`src/rtl/swdc_pkg.sv`:
```
// Package with register map, field layout and codes of the standby wake detector
package swdc_pkg;
  // ==========================================
  // Register map
  localparam logic [11:0] ADDR_MODE = 12'h000;
  localparam logic [11:0] ADDR_CLEAR = 12'h004;
  localparam logic [11:0] ADDR_STATUS = 12'h008;
  localparam logic [11:0] ADDR_MASK = 12'h00c;
  // ==========================================
  // Field layout within each byte lane
  localparam int NUM_INPUTS = 4;
  localparam int LANE_W = 8;
  localparam int EN_POS = 0;
  localparam int EDGE_POS = 2;
  localparam int SEL_POS = 4;
  // ==========================================
  // Codes and reset values
  localparam logic [2:0] SEL_LOW = 3'h0;
  localparam logic [2:0] SEL_HIGH = 3'h1;
  localparam logic [2:0] SEL_FALL = 3'h2;
  localparam logic [2:0] SEL_RISE = 3'h3;
  localparam logic [2:0] SEL_BOTH = 3'h4;
  localparam logic [1:0] EDGE_NONE = 2'h0;
  localparam logic [1:0] EDGE_RISE = 2'h1;
  localparam logic [1:0] EDGE_FALL = 2'h2;
  localparam logic [2:0] SEL_RESET = SEL_FALL;
  localparam logic UNDEF_BIT_VALUE = 1'b0;
endpackage

```
`src/rtl/swdc_top.sv`:
```
// Standby wake request detector for four external pins with APB registers
//
// Implementation choices: the placing of the registers and the APB interface to the registers.
`timescale 1ns/1ps
`default_nettype none
module swdc_top (
  // Clock and reset
  input wire logic mclk,
  input wire logic rst,
  // APB slave
  input wire logic psel,
  input wire logic penable,
  input wire logic pwrite,
  input wire logic [11:0] paddr,
  input wire logic [31:0] pwdata,
  output logic [31:0] prdata,
  output logic pready,
  output logic pslverr,
  // Wake pins
  input wire logic wake_pin_0,
  input wire logic wake_pin_1,
  input wire logic wake_pin_2,
  input wire logic wake_pin_3,
  // Wake outputs
  output logic [3:0] wake_request,
  output logic irq
);

  // ==========================================
  // Pin synchronisers
  // Two flops per pin and a delay flop; the second one feeds the level test, the second and the delay flop the edge detector
  // The pins carry no reset; they settle while reset is held
  logic [3:0] pin_meta_q;
  logic [3:0] pin_sync_q;
  logic [3:0] pin_prev_q;
  wire [3:0] pins_raw = {wake_pin_3, wake_pin_2, wake_pin_1, wake_pin_0};

  always_ff @(posedge mclk) begin
    pin_meta_q <= pins_raw;
    pin_sync_q <= pin_meta_q;
    pin_prev_q <= pin_sync_q;
  end

  // Edges of the synchronised pins, one flag per input
  wire [3:0] rise = pin_sync_q & ~pin_prev_q;
  wire [3:0] fall = ~pin_sync_q & pin_prev_q;

  // ==========================================
  // Register state
  // Per-input mode fields
  logic [2:0] sel0_q;
  logic [2:0] sel1_q;
  logic [2:0] sel2_q;
  logic [2:0] sel3_q;
  logic en0_q;
  logic en1_q;
  logic en2_q;
  logic en3_q;
  logic [1:0] edge0_q;
  logic [1:0] edge1_q;
  logic [1:0] edge2_q;
  logic [1:0] edge3_q;

  // Pending requests, sticky status and mask
  logic [3:0] req_q;
  logic [3:0] stat_q;
  logic [3:0] mask_q;

  // ==========================================
  // APB decode
  // Every register answers after one access cycle, so setup alone selects the read word
  wire setup = psel && !penable;
  wire acc = psel && penable;
  wire wr = acc && pwrite;
  wire rd = acc && !pwrite;

  wire hit_mode = paddr == swdc_pkg::ADDR_MODE;
  wire hit_clear = paddr == swdc_pkg::ADDR_CLEAR;
  wire hit_status = paddr == swdc_pkg::ADDR_STATUS;
  wire hit_mask = paddr == swdc_pkg::ADDR_MASK;
  // Unmapped addresses answer with an error and touch nothing
  wire mapped = hit_mode || hit_clear || hit_status || hit_mask;

  wire wr_mode = wr && hit_mode;
  wire wr_clear = wr && hit_clear;
  wire rd_status = rd && hit_status;
  wire wr_mask = wr && hit_mask;

  // Clear register: bit i drops the pending request of input i
  wire [3:0] clear_bits = wr_clear ? pwdata[3:0] : 4'h0;

  // ==========================================
  // Lane helpers
  // Select field of lane i in a bus word
  function automatic logic [2:0] lane_sel(input logic [31:0] w, input int i);
    lane_sel = w[i*swdc_pkg::LANE_W + swdc_pkg::SEL_POS +: 3];
  endfunction

  // Enable bit of lane i in a bus word
  function automatic logic lane_en(input logic [31:0] w, input int i);
    lane_en = w[i*swdc_pkg::LANE_W + swdc_pkg::EN_POS];
  endfunction

  // Read-back byte of one lane; bit 7 reads zero and bit 1 a fixed filler
  function automatic logic [7:0] lane_pack(input logic [2:0] sel, input logic [1:0] edg,
                                           input logic en);
    lane_pack = 8'h00;
    lane_pack[swdc_pkg::SEL_POS +: 3] = sel;
    lane_pack[swdc_pkg::EDGE_POS +: 2] = edg;
    lane_pack[swdc_pkg::EN_POS] = en;
    lane_pack[1] = swdc_pkg::UNDEF_BIT_VALUE;
  endfunction

  // Request condition of one input for its select code; prohibited codes never match
  function automatic logic detect(input logic [2:0] sel, input logic lvl,
                                  input logic r, input logic f);
    case (sel)
      swdc_pkg::SEL_LOW: detect = !lvl;
      swdc_pkg::SEL_HIGH: detect = lvl;
      swdc_pkg::SEL_FALL: detect = f;
      swdc_pkg::SEL_RISE: detect = r;
      swdc_pkg::SEL_BOTH: detect = r || f;
      default: detect = 1'b0;
    endcase
  endfunction

  // Next edge record: it only gathers edges in both-edge mode, and a clear wins
  function automatic logic [1:0] edge_next(input logic [2:0] sel, input logic [1:0] edg,
                                           input logic en, input logic r, input logic f,
                                           input logic clr);
    edge_next = edg;
    if (sel == swdc_pkg::SEL_BOTH) begin
      edge_next = edg | {f & en, r & en};
    end
    if (clr) begin
      edge_next = swdc_pkg::EDGE_NONE;
    end
  endfunction

  // ==========================================
  // Input 0
  // Write fields, request test, edge record and read-back byte
  wire [2:0] sel0_wr = lane_sel(pwdata, 0);
  wire en0_wr = lane_en(pwdata, 0);
  wire hit0 = en0_q && detect(sel0_q, pin_sync_q[0], rise[0], fall[0]);
  wire [1:0] edge0_d = edge_next(sel0_q, edge0_q, en0_q, rise[0], fall[0], clear_bits[0]);
  wire [7:0] lane0_rd = lane_pack(sel0_q, edge0_q, en0_q);

  // Mode fields of input 0
  always_ff @(posedge mclk) begin
    if (rst) begin
      sel0_q <= swdc_pkg::SEL_RESET;
      en0_q <= 1'b0;
      edge0_q <= swdc_pkg::EDGE_NONE;
    end else begin
      edge0_q <= edge0_d;
      // Only select and enable take write data; edge and filler bits ignore it
      if (wr_mode) begin
        sel0_q <= sel0_wr;
        en0_q <= en0_wr;
      end
    end
  end

  // ==========================================
  // Input 1
  // Write fields, request test, edge record and read-back byte
  wire [2:0] sel1_wr = lane_sel(pwdata, 1);
  wire en1_wr = lane_en(pwdata, 1);
  wire hit1 = en1_q && detect(sel1_q, pin_sync_q[1], rise[1], fall[1]);
  wire [1:0] edge1_d = edge_next(sel1_q, edge1_q, en1_q, rise[1], fall[1], clear_bits[1]);
  wire [7:0] lane1_rd = lane_pack(sel1_q, edge1_q, en1_q);

  // Mode fields of input 1
  always_ff @(posedge mclk) begin
    if (rst) begin
      sel1_q <= swdc_pkg::SEL_RESET;
      en1_q <= 1'b0;
      edge1_q <= swdc_pkg::EDGE_NONE;
    end else begin
      edge1_q <= edge1_d;
      // Only select and enable take write data; edge and filler bits ignore it
      if (wr_mode) begin
        sel1_q <= sel1_wr;
        en1_q <= en1_wr;
      end
    end
  end

  // ==========================================
  // Input 2
  // Write fields, request test, edge record and read-back byte
  wire [2:0] sel2_wr = lane_sel(pwdata, 2);
  wire en2_wr = lane_en(pwdata, 2);
  wire hit2 = en2_q && detect(sel2_q, pin_sync_q[2], rise[2], fall[2]);
  wire [1:0] edge2_d = edge_next(sel2_q, edge2_q, en2_q, rise[2], fall[2], clear_bits[2]);
  wire [7:0] lane2_rd = lane_pack(sel2_q, edge2_q, en2_q);

  // Mode fields of input 2
  always_ff @(posedge mclk) begin
    if (rst) begin
      sel2_q <= swdc_pkg::SEL_RESET;
      en2_q <= 1'b0;
      edge2_q <= swdc_pkg::EDGE_NONE;
    end else begin
      edge2_q <= edge2_d;
      // Only select and enable take write data; edge and filler bits ignore it
      if (wr_mode) begin
        sel2_q <= sel2_wr;
        en2_q <= en2_wr;
      end
    end
  end

  // ==========================================
  // Input 3
  // Write fields, request test, edge record and read-back byte
  wire [2:0] sel3_wr = lane_sel(pwdata, 3);
  wire en3_wr = lane_en(pwdata, 3);
  wire hit3 = en3_q && detect(sel3_q, pin_sync_q[3], rise[3], fall[3]);
  wire [1:0] edge3_d = edge_next(sel3_q, edge3_q, en3_q, rise[3], fall[3], clear_bits[3]);
  wire [7:0] lane3_rd = lane_pack(sel3_q, edge3_q, en3_q);

  // Mode fields of input 3
  always_ff @(posedge mclk) begin
    if (rst) begin
      sel3_q <= swdc_pkg::SEL_RESET;
      en3_q <= 1'b0;
      edge3_q <= swdc_pkg::EDGE_NONE;
    end else begin
      edge3_q <= edge3_d;
      // Only select and enable take write data; edge and filler bits ignore it
      if (wr_mode) begin
        sel3_q <= sel3_wr;
        en3_q <= en3_wr;
      end
    end
  end

  // ==========================================
  // Combined views of the four inputs
  wire [3:0] hit = {hit3, hit2, hit1, hit0};
  wire [31:0] mode_rd = {lane3_rd, lane2_rd, lane1_rd, lane0_rd};
  // Read words of the narrow registers; the clear register and holes read zero
  wire [31:0] status_rd = {28'h0, stat_q};
  wire [31:0] mask_rd = {28'h0, mask_q};
  wire [31:0] rd_mux = hit_mode ? mode_rd :
                       hit_status ? status_rd :
                       hit_mask ? mask_rd : 32'h0;

  // ==========================================
  // Pending requests, held until cleared; a new event beats a same-cycle clear
  // Level modes keep re-setting the request for as long as the level stands
  always_ff @(posedge mclk) begin
    if (rst) begin
      req_q <= 4'h0;
    end else begin
      req_q <= (req_q & ~clear_bits) | hit;
    end
  end

  // Sticky status, cleared by a read of it; the event wins over the read
  always_ff @(posedge mclk) begin
    if (rst) begin
      stat_q <= 4'h0;
    end else begin
      stat_q <= (rd_status ? 4'h0 : stat_q) | hit;
    end
  end

  // Interrupt mask, same layout as the status word
  always_ff @(posedge mclk) begin
    if (rst) begin
      mask_q <= 4'h0;
    end else if (wr_mask) begin
      mask_q <= pwdata[3:0];
    end
  end

  // ==========================================
  // APB answer: one wait-free access cycle, read data only while ready stands
  // Writes take effect at the access edge, which is always the ready edge
  always_ff @(posedge mclk) begin
    if (rst) begin
      prdata <= 32'h0;
      pready <= 1'b0;
      pslverr <= 1'b0;
    end else begin
      pready <= setup;
      pslverr <= setup && !mapped;
      prdata <= (setup && !pwrite) ? rd_mux : 32'h0;
    end
  end

  // Wake outputs; the interrupt follows the status word one cycle later
  always_ff @(posedge mclk) begin
    if (rst) begin
      irq <= 1'b0;
      wake_request <= 4'h0;
    end else begin
      irq <= |(stat_q & mask_q);
      wake_request <= req_q;
    end
  end
endmodule
`default_nettype wire

```
`config.mk`:
```
export PLATFORM = sky130hd
export DESIGN_NAME = swdc_top
export DESIGN_NICKNAME = d
export VERILOG_FILES = /design/src/rtl/swdc_pkg.sv /design/src/rtl/swdc_top.sv
export SDC_FILE = /design/constraint.sdc
export NUM_CORES = 1
export LEC_CHECK = 0
export ABC_CLOCK_PERIOD_IN_PS = 1500
export BUFFER_PORTS_ARGS = -buffer_cell sky130_fd_sc_hd__buf_4
export CAP_MARGIN = 25
export CORE_MARGIN = 5
export CORE_UTILIZATION = 45
export CTS_CLUSTER_SIZE = 16
export DETAILED_ROUTE_END_ITERATION = 10
export HOLD_SLACK_MARGIN = 0.05
export PLACE_DENSITY = 0.74
export SLEW_MARGIN = 20
export SYNTH_ARGS = -nofsm -noshare
export SYNTH_HDL_FRONTEND = slang
export SYNTH_SLANG_ARGS = --single-unit
```
`constraint.sdc`:
```
create_clock -name mclk -period 1.5 [get_ports mclk]
set_clock_uncertainty 0.2 [all_clocks]
set_input_delay 0.225 -clock mclk [delete_from_list [all_inputs] [get_ports mclk]]
set_output_delay 0.225 -clock mclk [all_outputs]
set_load 0.1 [all_outputs]
```
# Word-level counts from Yosys, hierarchy flattened
# Index checks and enable logic that the tools add are counted.
# op_classes
muxes,9
div,0
n_reduce_logical,41
multipliers,0
addsub,0
magnitude_cmp,0
n_shift,0
eq_ne,19
n_bitwise,22
# ops
op,n
$mux W31,1
$eq A12 B4 Y1 const B,2
$eq A3 B2 Y1 const B,8
$pmux W1 S5,4
$and A4 B4 Y4,4
$mux W4,4
$logic_and A1 B1 Y1,14
$eq A12 B3 Y1 const B,1
$eq A3 B1 Y1 const B,4
$eq A3 B3 Y1 const B,4
$logic_not A12 Y1,1
$logic_not A3 Y1,4
$not A4 Y4,3
$reduce_or A2 Y1,5
$and A1 B1 Y1,8
$or A2 B2 Y2,4
$or A4 B4 Y4,2
$reduce_or A4 Y1,2
$logic_not A1 Y1,7
$logic_or A1 B1 Y1,7
$reduce_or A3 Y1,1
$not A1 Y1,1
# word_totals
memories,0
mem_bits_rw,0
romBits,0
input_bits,53
elab_cells,116
output_inout_bits,39
latch_bits,0
ff_bits,87

# Logic depth before layout (Yosys ltp)
# Gate-level depths: netlist of the first run.
# depth
ltp_word,7
ltp_mapped,6
mapped_depth_nobuf,6

# Worst setup path before layout of the first run
# OpenSTA, ideal clock, no wires.
# synth_timing
path_kind,in2reg
from,input paddr[7]
to,register sel0_q[1]
setup_ps,120
t_required_ps,1180
path_buffers,2
arrival_time_ps,1338
cell_stages,6
slack_ps,-157
path_cell_list,nor4_4 > and4_1 > buf_4 > buf_6 > nand2_2 > a211o_1
# synth_via
elab_chain_len,2
# synth_rtl
item,line_no,source
start: declaration,swdc_top.sv:14,"input wire logic [11:0] paddr,"
$logic_not A12 Y1,swdc_top.sv:77,wire hit_mode = paddr == swdc_pkg::ADDR_MODE;
$logic_and A1 B1 Y1,swdc_top.sv:84,wire wr_mode = wr && hit_mode;
end signal: assignment,swdc_top.sv:152,sel0_q <= swdc_pkg::SEL_RESET;
end signal: assignment,swdc_top.sv:159,sel0_q <= sel0_wr;
end: declaration,swdc_top.sv:51,logic [2:0] sel0_q;
# Every way passes these cells.
# A chain may end at the register's enable or synchronous reset.

# Worst setup path in the final report of the first run
# layout_timing
from,register pin_sync_q[1]
to,register stat_q[1]
# layout_via
elab_chain_len,6
elab_cells_between_ends,8
cone_classes,mux (1); bitwise (4); reduce/logical (3)
# layout_rtl
item,line_no,source
start: declaration,swdc_top.sv:34,logic [3:0] pin_sync_q;
start signal: assignment,swdc_top.sv:40,pin_sync_q <= pin_meta_q;
$not A4 Y4,swdc_top.sv:46,wire [3:0] fall = ~pin_sync_q & pin_prev_q;
$and A4 B4 Y4,swdc_top.sv:46,
$logic_or A1 B1 Y1,swdc_top.sv:122,swdc_pkg::SEL_BOTH: detect = r || f;
$pmux W1 S5 (*),swdc_top.sv:117,case (sel)
$logic_and A1 B1 Y1 (*),swdc_top.sv:170,"wire hit1 = en1_q && detect(sel1_q, pin_sync_q[1], rise[1], fall[1]);"
$or A4 B4 Y4 (*),swdc_top.sv:267,stat_q <= (rd_status ? 4'h0 : stat_q) | hit;
end signal: assignment,swdc_top.sv:267,
end: declaration,swdc_top.sv:66,logic [3:0] stat_q;
# Mark *: on every way between the ends. The rest lies on a longest branch, timed or not.

==> results.tsv, run 1 <==
stage	metric	value	unit
place	worst slack at placement	-0.321	ns
finish	Diodes inserted	0	
routing	via count	2706	
global_route	GRT Residual Overflow	0	
timing	worst setup margin	-0.0153	ns
clock_tree	clk buf depth	2	
synth	Post-Syn Area	3000	um^2
synth	post-synth top area share	0.533	
finish	share of layout cells above drive strength 1	0.352	
floorplan	Initial Util	0.468	
synth	Async SR Flop Fraction	0	
setup_path	crit start category	register	
power_and_ir_drop	sw frac	0.225	
global_route	first-pass GRT wire length	12700	um
routing	DRT antenna net count	0	
synth	Seq/Total Area, Yosys	0.533	
power_and_ir_drop	P_int	0.00336	W
finish	area of the multi-input gates	1410	um^2
finish	Layout fillers	481	
clock_tree	Clock Latency Late Sink	0.34	ns
place	dpl cell area	3750	um^2
routing	Vias/cell	5.26	
finish	sequential cell area	1610	um^2
synth	EDFF count, synth	0	
synth	ys flop type	dfxtp_1	
routing	routed len/inst	15.2	um
setup_path	Setup crit end kind	register	
synth	#FFs+latches synth	80	
place	DP HPWL	5170	um
power_and_ir_drop	sequential power share	0.498	
clock_tree	clk sinks	80	
timing	Max Slew Vio Count	0	
timing	period utilization	1.01	
synth	top cells by area, synth	dfxtp_1, and2_1, a21oi_1, ha_1, o21ai_0	
routing	routed wire length	7820	um
clock_tree	CTS clk-pin slew, worst paths	0.08	ns
routing	initial DRC count	126	
synth	dominant cell type by area after synthesis	dfxtp_1	
setup_path	crit-path max FO	3	
timing	hold slack	0.107	ns
place	placer congestion estimate	0.865	
setup_path	worst path cell trace	inv_2 -> ha_4 -> a211o_1 -> a32oi_2 -> o22ai_1	
finish	Finished Core Util	0.694	
run_status	status	finished with violations	
finish	post-route cell area	4460	um^2
run_status	failing checks	setup timing	
routing	DRC viols	0	
setup_path	kind of critical path	register to register	
power_and_ir_drop	Max VDD drop	545	uV
synth	Avg Inst Size Synth	9.66	um^2
power_and_ir_drop	net switching power	0.000973	W
timing	RSZ-0062 raised after global routing	true	
finish	P&R area growth vs syn	48.4	%
floorplan	io pins	92	
clock_tree	Max H-tree Level	3	
power_and_ir_drop	Clock power frac	0.403	
finish	Final nets	494	
timing	fmax	660	MHz
run	maxcap violations	0	
timing	Fin Setup TNS	-0.0185	ns
routing	drt pass-1 iters	5	
floorplan	Rows	29	
clock_tree	CTS tree	built	
global_route	pin count of the biggest net entering global routing	47	
synth	Yosys cell types	35	
floorplan	area of the die	8410	um^2
timing	final hold violation count	0	
floorplan	Core ar.	6420	um^2
synth	Ys Warns	0	
place	PortBufs	71	
timing	Final min period	1.52	ns
global_route	initial antenna violation count	0	
power_and_ir_drop	Power per Cell Area	972	nW/um^2
global_route	Total Routing Usage GR	0.186	
setup_path	CP Data Arrival Time	1.53	ns
hold_path	worst hold path class	input port to register	
setup_path	CP max-delay cell	dfxtp_2	
setup_path	CP required	1.51	ns
floorplan	Die W	91.7	um
setup_path	Largest stage delay, worst path	0.35	ns
floorplan	DIE HEIGHT	91.7	um
clock_tree	root buf cell	clkbuf_8	
clock_tree	number of buffers created by CTS	9	
power_and_ir_drop	Combinational Power Share	0.099	
timing	# setup viols final	2	
synth	Post-Syn Instances	311	
global_route	vias in the first global route	2783	
power_and_ir_drop	Pleak	1.90	nW
==> repair_timing <==
action / CTS / global route
resized for setup: 25 / 22
hold endpoints to repair: 34 / 0
setup endpoints to repair: 8 / 38
hold buffers: 26 / 0
pin swaps: 13 / 19
buffers inserted: 2 / 3
==> power by group through the flow <==
stage	registers, W	logic [W]	clock network (W)
6_report	0.00216	0.000429	0.00175
5_1_grt	0.00216	0.000456	0.00187
4_1_cts	0.00215	0.000405	0.00177
3_5_place_dp	0.00220	0.000334	0
3_3_place_gp	0.00220	0.000327	0
2_1_floorplan	0.00221	0.000175	0
==> cell usage after synthesis (all sizes together) (2+ instances only) <==
library cell  instances
and2                 23
a21oi                25
o22ai                 5
nand2                 7
dfxtp                80
a211o                 7
o21ai                19
o2bb2ai               3
nor3                  6
nand2b                7
a22oi                 2
nand4                 7
clkbuf               12
a31oi                 3
a32oi                 4
and3                  6
nor2b                11
ha                    8
inv                  13
mux2i                 4
buf                  13
nor3b                 2
nor4                  2
nand3                17
a211oi                6
nor2                 14
==> path summary, 6_finish.rpt <==
kind | from | end | slack [ns] | cells after the start
worst max register to register | pin_sync_q[1] | stat_q[1] | -0.02 | 5
worst max-delay path | pin_sync_q[1] | stat_q[1] | -0.02 | 5
worst min-delay path | psel | pready | 0.11 | 3
worst min register to register | pin_meta_q[2] | pin_sync_q[2] | 0.13 | 0
==> stage by stage <==
step	power, W	instances
2_1_floorplan	0.00239	317
3_3_place_gp	0.00253	468
3_5_place_dp	0.00253	468
4_1_cts	0.00433	511
5_1_grt	0.00448	514
6_report	0.00433	514
==> registers in the layout, summed over array words and instances, names as in the netlist, 2 cells and up <==
signal,count
wake_request,4
stat_q,4
edge1_q,2
sel3_q,3
edge2_q,2
prdata,25
sel2_q,3
pin_meta_q,4
pin_sync_q,4
req_q,4
mask_q,4
edge3_q,2
pin_prev_q,4
sel0_q,3
edge0_q,2
sel1_q,3
==> layout by cell type (no fill, tap or decap), types with 5 or more instances in the layout <==
cell type      synthesis  routed
a211oi_1               6       6
o22ai_1                5       5
conb_1                 1       7
ha_4                   0       7
nand2_1                6       6
and3_1                 6       6
and2_1                23      23
dlygate4sd3_1          0      26
clkbuf_8               0      11
o21ai_0               19      16
nand3_1               17      16
dfxtp_2                0       7
nor2_1                14      13
a21oi_1               25      25
a211o_1                7       7
nand4_1                7       7
dfxtp_1               80      73
nand2b_1               7       6
buf_4                  8      99
inv_1                 13       9
nor2b_1               11      10
==> layer usage <==
metal / vias to the layer above / track usage / part of all wire
li1: 1316 / - / -
met1: 1292 / 0.215 / 0.42
met2: 85 / 0.336 / 0.52
met3: 13 / 0.0466 / 0.043
met4: 0 / 0.0594 / 0.016
met5: - / 0 / 0
==> layout make-up <==
type | instances | area share
multi-input cells | 199 | 0.317
clock inverters | 3 | 0.0146
well taps | 77 | 0.0216
repair buffers | 130 | 0.240
inverters | 13 | 0.0110
clock buffers | 12 | 0.0348
flip-flops and latches | 80 | 0.361
==> critical path: cells and delay by family (launching register included) <==
kind	cells	cell delay, ns
AO/OA/AOI/OAI	3	0.63
adder cells (fa/ha/maj)	1	0.15
buffers and inverters	1	0.05
flip-flops	1	0.35
==> cell families after synthesis <==
logic type	Yosys count	share of synthesized area
AO/OA/AOI/OAI	75	0.153
adder cells (fa/ha/maj)	8	0.0333
buffers and inverters	38	0.0604
flip-flops	80	0.533
multiplexers	4	0.0133
other	1	0.00125
AND/OR/NAND/NOR	105	0.205
(Power assumes the default switching activity.)
==> run 2: changes to the inputs <==
Settings changed: ABC_CLOCK_PERIOD_IN_PS 1500 to 1600, CORE_UTILIZATION 45 to 48, PLACE_DENSITY 0.74 to 0.75.
Clock period 1.5 ns to 1.6 ns, I/O delays scaled along.
==> results.tsv, run 2 (synthesis results as in run 1) <==
stage	metric	value	unit	change
timing	Max Slew Vio Count	0		unchanged
timing	Final min period	1.56	ns	was 1.52 ns
finish	max reg flops	25		unchanged
run_status	status	finished clean		was finished with violations
place	DP HPWL	5000	um	was 5170 um
floorplan	io pins	92		unchanged
finish	P&R area growth vs syn	40.9	%	was 48.4%
routing	DRT antenna net count	0		unchanged
clock_tree	Clock Latency Late Sink	0.34	ns	about the same
routing	DRC viols	0		unchanged
routing	drt pass-1 iters	4		was 5
clock_tree	root buf cell	clkbuf_8		unchanged
floorplan	Die W	89.1	um	was 91.7 um
timing	# setup viols final	0		was 2
setup_path	CP Data Arrival Time	1.58	ns	was 1.53 ns
setup_path	worst path cell trace	inv_1 -> ha_2 -> a211o_1 -> a32oi_2 -> o22ai_1		was inv_2 -> ha_4 -> a211o_1 -> a32oi_2 -> o22ai_1
setup_path	Setup crit end kind	register		unchanged
clock_tree	CTS clk-pin slew, worst paths	0.07	ns	was 0.08 ns
timing	Fin Setup TNS	0	ns	was -0.0185 ns
power_and_ir_drop	Pleak	1.83	nW	was 1.90 nW
finish	Largest Register	prdata		unchanged
global_route	first-pass GRT wire length	11500	um	was 12,700 um
place	Placed Cells	466		was 468
floorplan	Rows	28		was 29
floorplan	Core ar.	5990	um^2	was 6420 um^2
finish	most frequent cells in the layout	buf_4, dfxtp_1, a21oi_1, dlygate4sd3_1, and2_1		was buf_4, dfxtp_1, dlygate4sd3_1
place	placer congestion estimate	0.873		was 0.865
timing	hold slack	0.126	ns	was 0.107 ns
global_route	Total Routing Usage GR	0.187		was 0.186
clock_tree	Max H-tree Level	3		unchanged
finish	Finished Core Util	0.706		was 0.694
setup_path	R2R depth	5		unchanged
power_and_ir_drop	Power per Cell Area	904	nW/um^2	was 972 nW/um^2
finish	non-filler cells, final	505		was 514
timing	period utilization	0.976		was 1.01
clock_tree	CTS tree	built		unchanged
routing	initial DRC count	124		was 126
global_route	initial antenna violation count	0		unchanged
timing	final hold violation count	0		unchanged
routing	via count	2611		was 2,706
setup_path	crit-path max FO	3		unchanged
setup_path	CP max-delay cell	dfxtp_2		unchanged
global_route	GRT Residual Overflow	0		unchanged
global_route	vias in the first global route	2551		was 2,783
global_route	pin count of the biggest net entering global routing	47		unchanged
finish	most common cell after layout, fill and taps aside	buf_4		unchanged
floorplan	DIE HEIGHT	89.1	um	was 91.7 um
timing	fmax	640	MHz	was 660 MHz
clock_tree	clk buf depth	2		unchanged
setup_path	CP required	1.62	ns	was 1.51 ns
finish	Diodes inserted	0		unchanged
floorplan	area of the die	7940	um^2	was 8410 um^2
place	PortBufs	71		unchanged
finish	share of layout cells above drive strength 1	0.302		was 0.352
finish	Final nets	488		was 494
hold_path	worst hold path class	input port to register		unchanged
power_and_ir_drop	Max VDD drop	499	uV	was 545 uV
routing	routed len/inst	14.0	um	was 15.2 um
setup_path	Largest stage delay, worst path	0.33	ns	was 0.35 ns
hold_path	hold-critical path depth	3		unchanged
routing	Vias/cell	5.17		was 5.26
run	maxcap violations	0		unchanged
floorplan	Initial Util	0.501		was 0.468
routing	routed wire length	7060	um	was 7820 um
clock_tree	clk sinks	80		unchanged
setup_path	crit start category	register		unchanged
setup_path	kind of critical path	register to register		unchanged
clock_tree	number of buffers created by CTS	9		unchanged
[run 2: power breakdown]
group          internal, W  switching, W
registers          0.00201    0.00000736
logic             0.000160      0.000201
clock network     0.000786      0.000663
[run 2: worst paths after layout]
check | start | slack (ns) | end
max reg2reg | pin_sync_q[2] | 0.04 | stat_q[2]
min | psel | 0.13 | pready
min reg2reg | pin_meta_q[0] | 0.13 | pin_sync_q[0]
max | pin_sync_q[2] | 0.04 | stat_q[2]
[run 2: critical path, delay by kind of cell, from the launching register on]
| family | cells | cell delay, ns |
|---|---|---|
| buffers and inverters | 1 | 0.05 |
| AO/OA/AOI/OAI | 3 | 0.68 |
| flip-flops | 1 | 0.33 |
| adder cells (fa/ha/maj) | 1 | 0.18 |
[run 2: layer usage]
| layer | vias up | wire length [um] | track usage | part of all wire |
|---|---|---|---|---|
| li1 | 1294 | - | - | - |
| met1 | 1240 | 2950 | 0.227 | 0.42 |
| met2 | 65 | 3590 | 0.323 | 0.51 |
| met3 | 12 | 402 | 0.0323 | 0.057 |
| met4 | 0 | 114 | 0.0853 | 0.016 |
| met5 | - | 0 | 0 | 0 |
[run 2: final cells by class]
class / instances / area, um^2
clock buffer: 11 / 151
clock inverter: 3 / 42.5
fill: 449 / 1760
inverter: 13 / 48.8
multi-input combinational: 199 / 1290
sequential: 80 / 1610
tap: 75 / 93.8
timing repair buffer: 124 / 993
[run 2: timing repair]
item	CTS	global route
resized for setup	3	12
hold endpoints to repair	35	0
setup endpoints to repair	6	8
hold buffers	25	0
pin swaps	0	9
buffers inserted	0	0
[run 2: metrics by stage]
step / total power, W / cell area, um^2 / setup slack, ns
final: 0.00383 / 4230 / 0.0383
after global routing: 0.00398 / 4230 / -0.0266
after CTS: 0.00386 / 4200 / 0.0103
after detailed placement: 0.00237 / 3730 / -0.177
after global placement: 0.00236 / 3730 / -0.142
after floorplan: 0.00224 / 3030 / -0.0309
==> run 3: changes to the inputs <==
Settings changed: HOLD_SLACK_MARGIN 0.05 to default, PLACE_DENSITY 0.75 to 0.76.
==> results.tsv, run 3 (synthesis results as in run 1) <==
stage	metric	value	unit	change
run_status	status	finished clean		unchanged
place	placer congestion estimate	0.886		was 0.873
setup_path	crit-path max FO	3		unchanged
finish	Final nets	484		was 488
global_route	Total Routing Usage GR	0.198		was 0.187
clock_tree	Max H-tree Level	3		unchanged
run	maxcap violations	0		unchanged
setup_path	kind of critical path	register to register		unchanged
routing	routed len/inst	14.5	um	was 14.0 um
setup_path	CP Data Arrival Time	1.59	ns	was 1.58 ns
finish	Diodes inserted	0		unchanged
routing	Vias/cell	5.18		was 5.17
timing	Fin Setup TNS	0	ns	unchanged
global_route	pin count of the biggest net entering global routing	47		unchanged
timing	Final min period	1.58	ns	was 1.56 ns
place	DP HPWL	5080	um	was 5000 um
timing	fmax	633	MHz	was 640 MHz
clock_tree	CTS clk-pin slew, worst paths	0.07	ns	about the same
floorplan	area of the die	7940	um^2	unchanged
power_and_ir_drop	Max VDD drop	620	uV	was 499 uV
setup_path	worst path cell trace	inv_2 -> ha_4 -> a211o_1 -> a32oi_2 -> o22ai_1		was inv_1 -> ha_2 -> a211o_1 -> a32oi_2 -> o22ai_1
floorplan	Rows	28		unchanged
routing	via count	2598		was 2,611
finish	sequential cell area	1610	um^2	about the same
global_route	vias in the first global route	2721		was 2,551
place	Placed Cells	466		unchanged
finish	P&R area growth vs syn	43.4	%	was 40.9%
setup_path	crit start category	register		unchanged
clock_tree	clk sinks	80		unchanged
finish	share of layout cells above drive strength 1	0.316		was 0.302
global_route	GRT Residual Overflow	0		unchanged
finish	most common cell after layout, fill and taps aside	buf_4		unchanged
routing	drt pass-1 iters	4		unchanged
finish	most frequent cells in the layout	buf_4, dfxtp_1, a21oi_1		was buf_4, dfxtp_1, a21oi_1, dlygate4sd3_1, and2_1
setup_path	CP required	1.61	ns	was 1.62 ns
timing	final hold violation count	0		unchanged
floorplan	io pins	92		unchanged
finish	non-filler cells, final	502		was 505
clock_tree	number of buffers created by CTS	9		unchanged
routing	DRT antenna net count	0		unchanged
routing	routed wire length	7260	um	was 7060 um
place	dpl cell area	3760	um^2	was 3730 um^2
finish	area of the multi-input gates	1340	um^2	was 1290 um^2
global_route	first-pass GRT wire length	12100	um	was 11,500 um
clock_tree	CTS tree	built		unchanged
hold_path	worst hold path class	input port to register		unchanged
setup_path	Largest stage delay, worst path	0.34	ns	was 0.33 ns
finish	Finished Core Util	0.719		was 0.706
finish	post-route cell area	4310	um^2	was 4230 um^2
clock_tree	Clock Latency Late Sink	0.34	ns	about the same
clock_tree	root buf cell	clkbuf_8		unchanged
timing	RSZ-0062 raised after global routing	true		
floorplan	Initial Util	0.501		unchanged
timing	Max Slew Vio Count	0		unchanged
floorplan	DIE HEIGHT	89.1	um	unchanged
finish	max reg flops	25		unchanged
power_and_ir_drop	Power per Cell Area	957	nW/um^2	was 904 nW/um^2
timing	period utilization	0.987		was 0.976
clock_tree	clk buf depth	2		unchanged
finish	Layout fillers	445		was 449
setup_path	Setup crit end kind	register		unchanged
timing	# setup viols final	0		unchanged
floorplan	Core ar.	5990	um^2	unchanged
power_and_ir_drop	Pleak	1.84	nW	was 1.83 nW
floorplan	Die W	89.1	um	unchanged
power_and_ir_drop	total power	0.00412	W	was 0.00383 W
routing	initial DRC count	179		was 124
setup_path	CP max-delay cell	dfxtp_2		unchanged
place	PortBufs	71		unchanged
global_route	initial antenna violation count	0		unchanged
routing	DRC viols	0		unchanged
finish	Largest Register	prdata		unchanged
-- run 3: cell types whose count changed in the layout (fill, tap and decap cells not counted), moves of 3 or more --
| cell | previous run | this run |
|---|---|---|
| dlygate4sd3_1 | 25 | 20 |
| ha_4 | 0 | 4 |
| dfxtp_1 | 77 | 74 |
| ha_2 | 4 | 1 |
-- run 3: per-layer routing --
| metal | routed length (um) | up-vias | share of wire | global-route usage |
|---|---|---|---|---|
| met2 | 3820 | 77 | 0.53 | 0.360 |
| met5 | 0 | - | 0 | 0 |
| met1 | 2910 | 1219 | 0.40 | 0.220 |
| li1 | - | 1293 | - | - |
| met3 | 406 | 9 | 0.056 | 0.0525 |
| met4 | 121 | 0 | 0.017 | 0.0731 |
-- run 3: area by class of cell --
cell class	instances	share of cell area
clock buffer	12	0.0337
clock inverter	3	0.0209
multi-input combinational	199	0.310
tap	75	0.0218
timing repair buffer	120	0.228
inverter	13	0.0113
sequential	80	0.374
-- run 3: timing repair --
| item | 4_1_cts | 5_1_grt |
|---|---|---|
| buffers inserted | 0 | 1 |
| resized for setup | 7 | 20 |
| hold buffers | 20 | 0 |
| endpoints found under the setup margin | 6 | 8 |
| pin swaps | 5 | 13 |
| hold endpoints to repair | 27 | 0 |
-- run 3: per-stage QoR --
step | hold WS [ns] | setup WS, ns
final | 0.0318 | 0.0208
after global routing | 0.0287 | -0.0765
after global placement | 0.110 | -0.216
after floorplan | 0.0677 | -0.0309
after CTS | 0.0147 | -0.0130
after detailed placement | 0.116 | -0.256
-- run 3: worst paths after layout --
kind | from | endpoint | slack (ns) | cells past startpoint
hold reg to reg | pin_meta_q[1] | pin_sync_q[1] | 0.13 | 0
hold / removal | pwdata[5] | sel0_q[1] | 0.03 | 3
setup / recovery | pin_sync_q[2] | stat_q[2] | 0.02 | 5
setup reg to reg | pin_sync_q[2] | stat_q[2] | 0.02 | 5
-- run 3: power by group --
group	total [W]	switching [W]	internal [W]
clock	0.00174	0.000669	0.00107
combinational	0.000359	0.000204	0.000156
sequential	0.00202	0.00000951	0.00201
total	0.00412	0.000882	0.00324
-- run 3: critical path: cells and delay by family, from the launching register on --
kind            cells  cell delay [ns]
compound gates      3             0.72
fa+ha+maj           1             0.15
buf+inv             1             0.04
flops               1             0.34
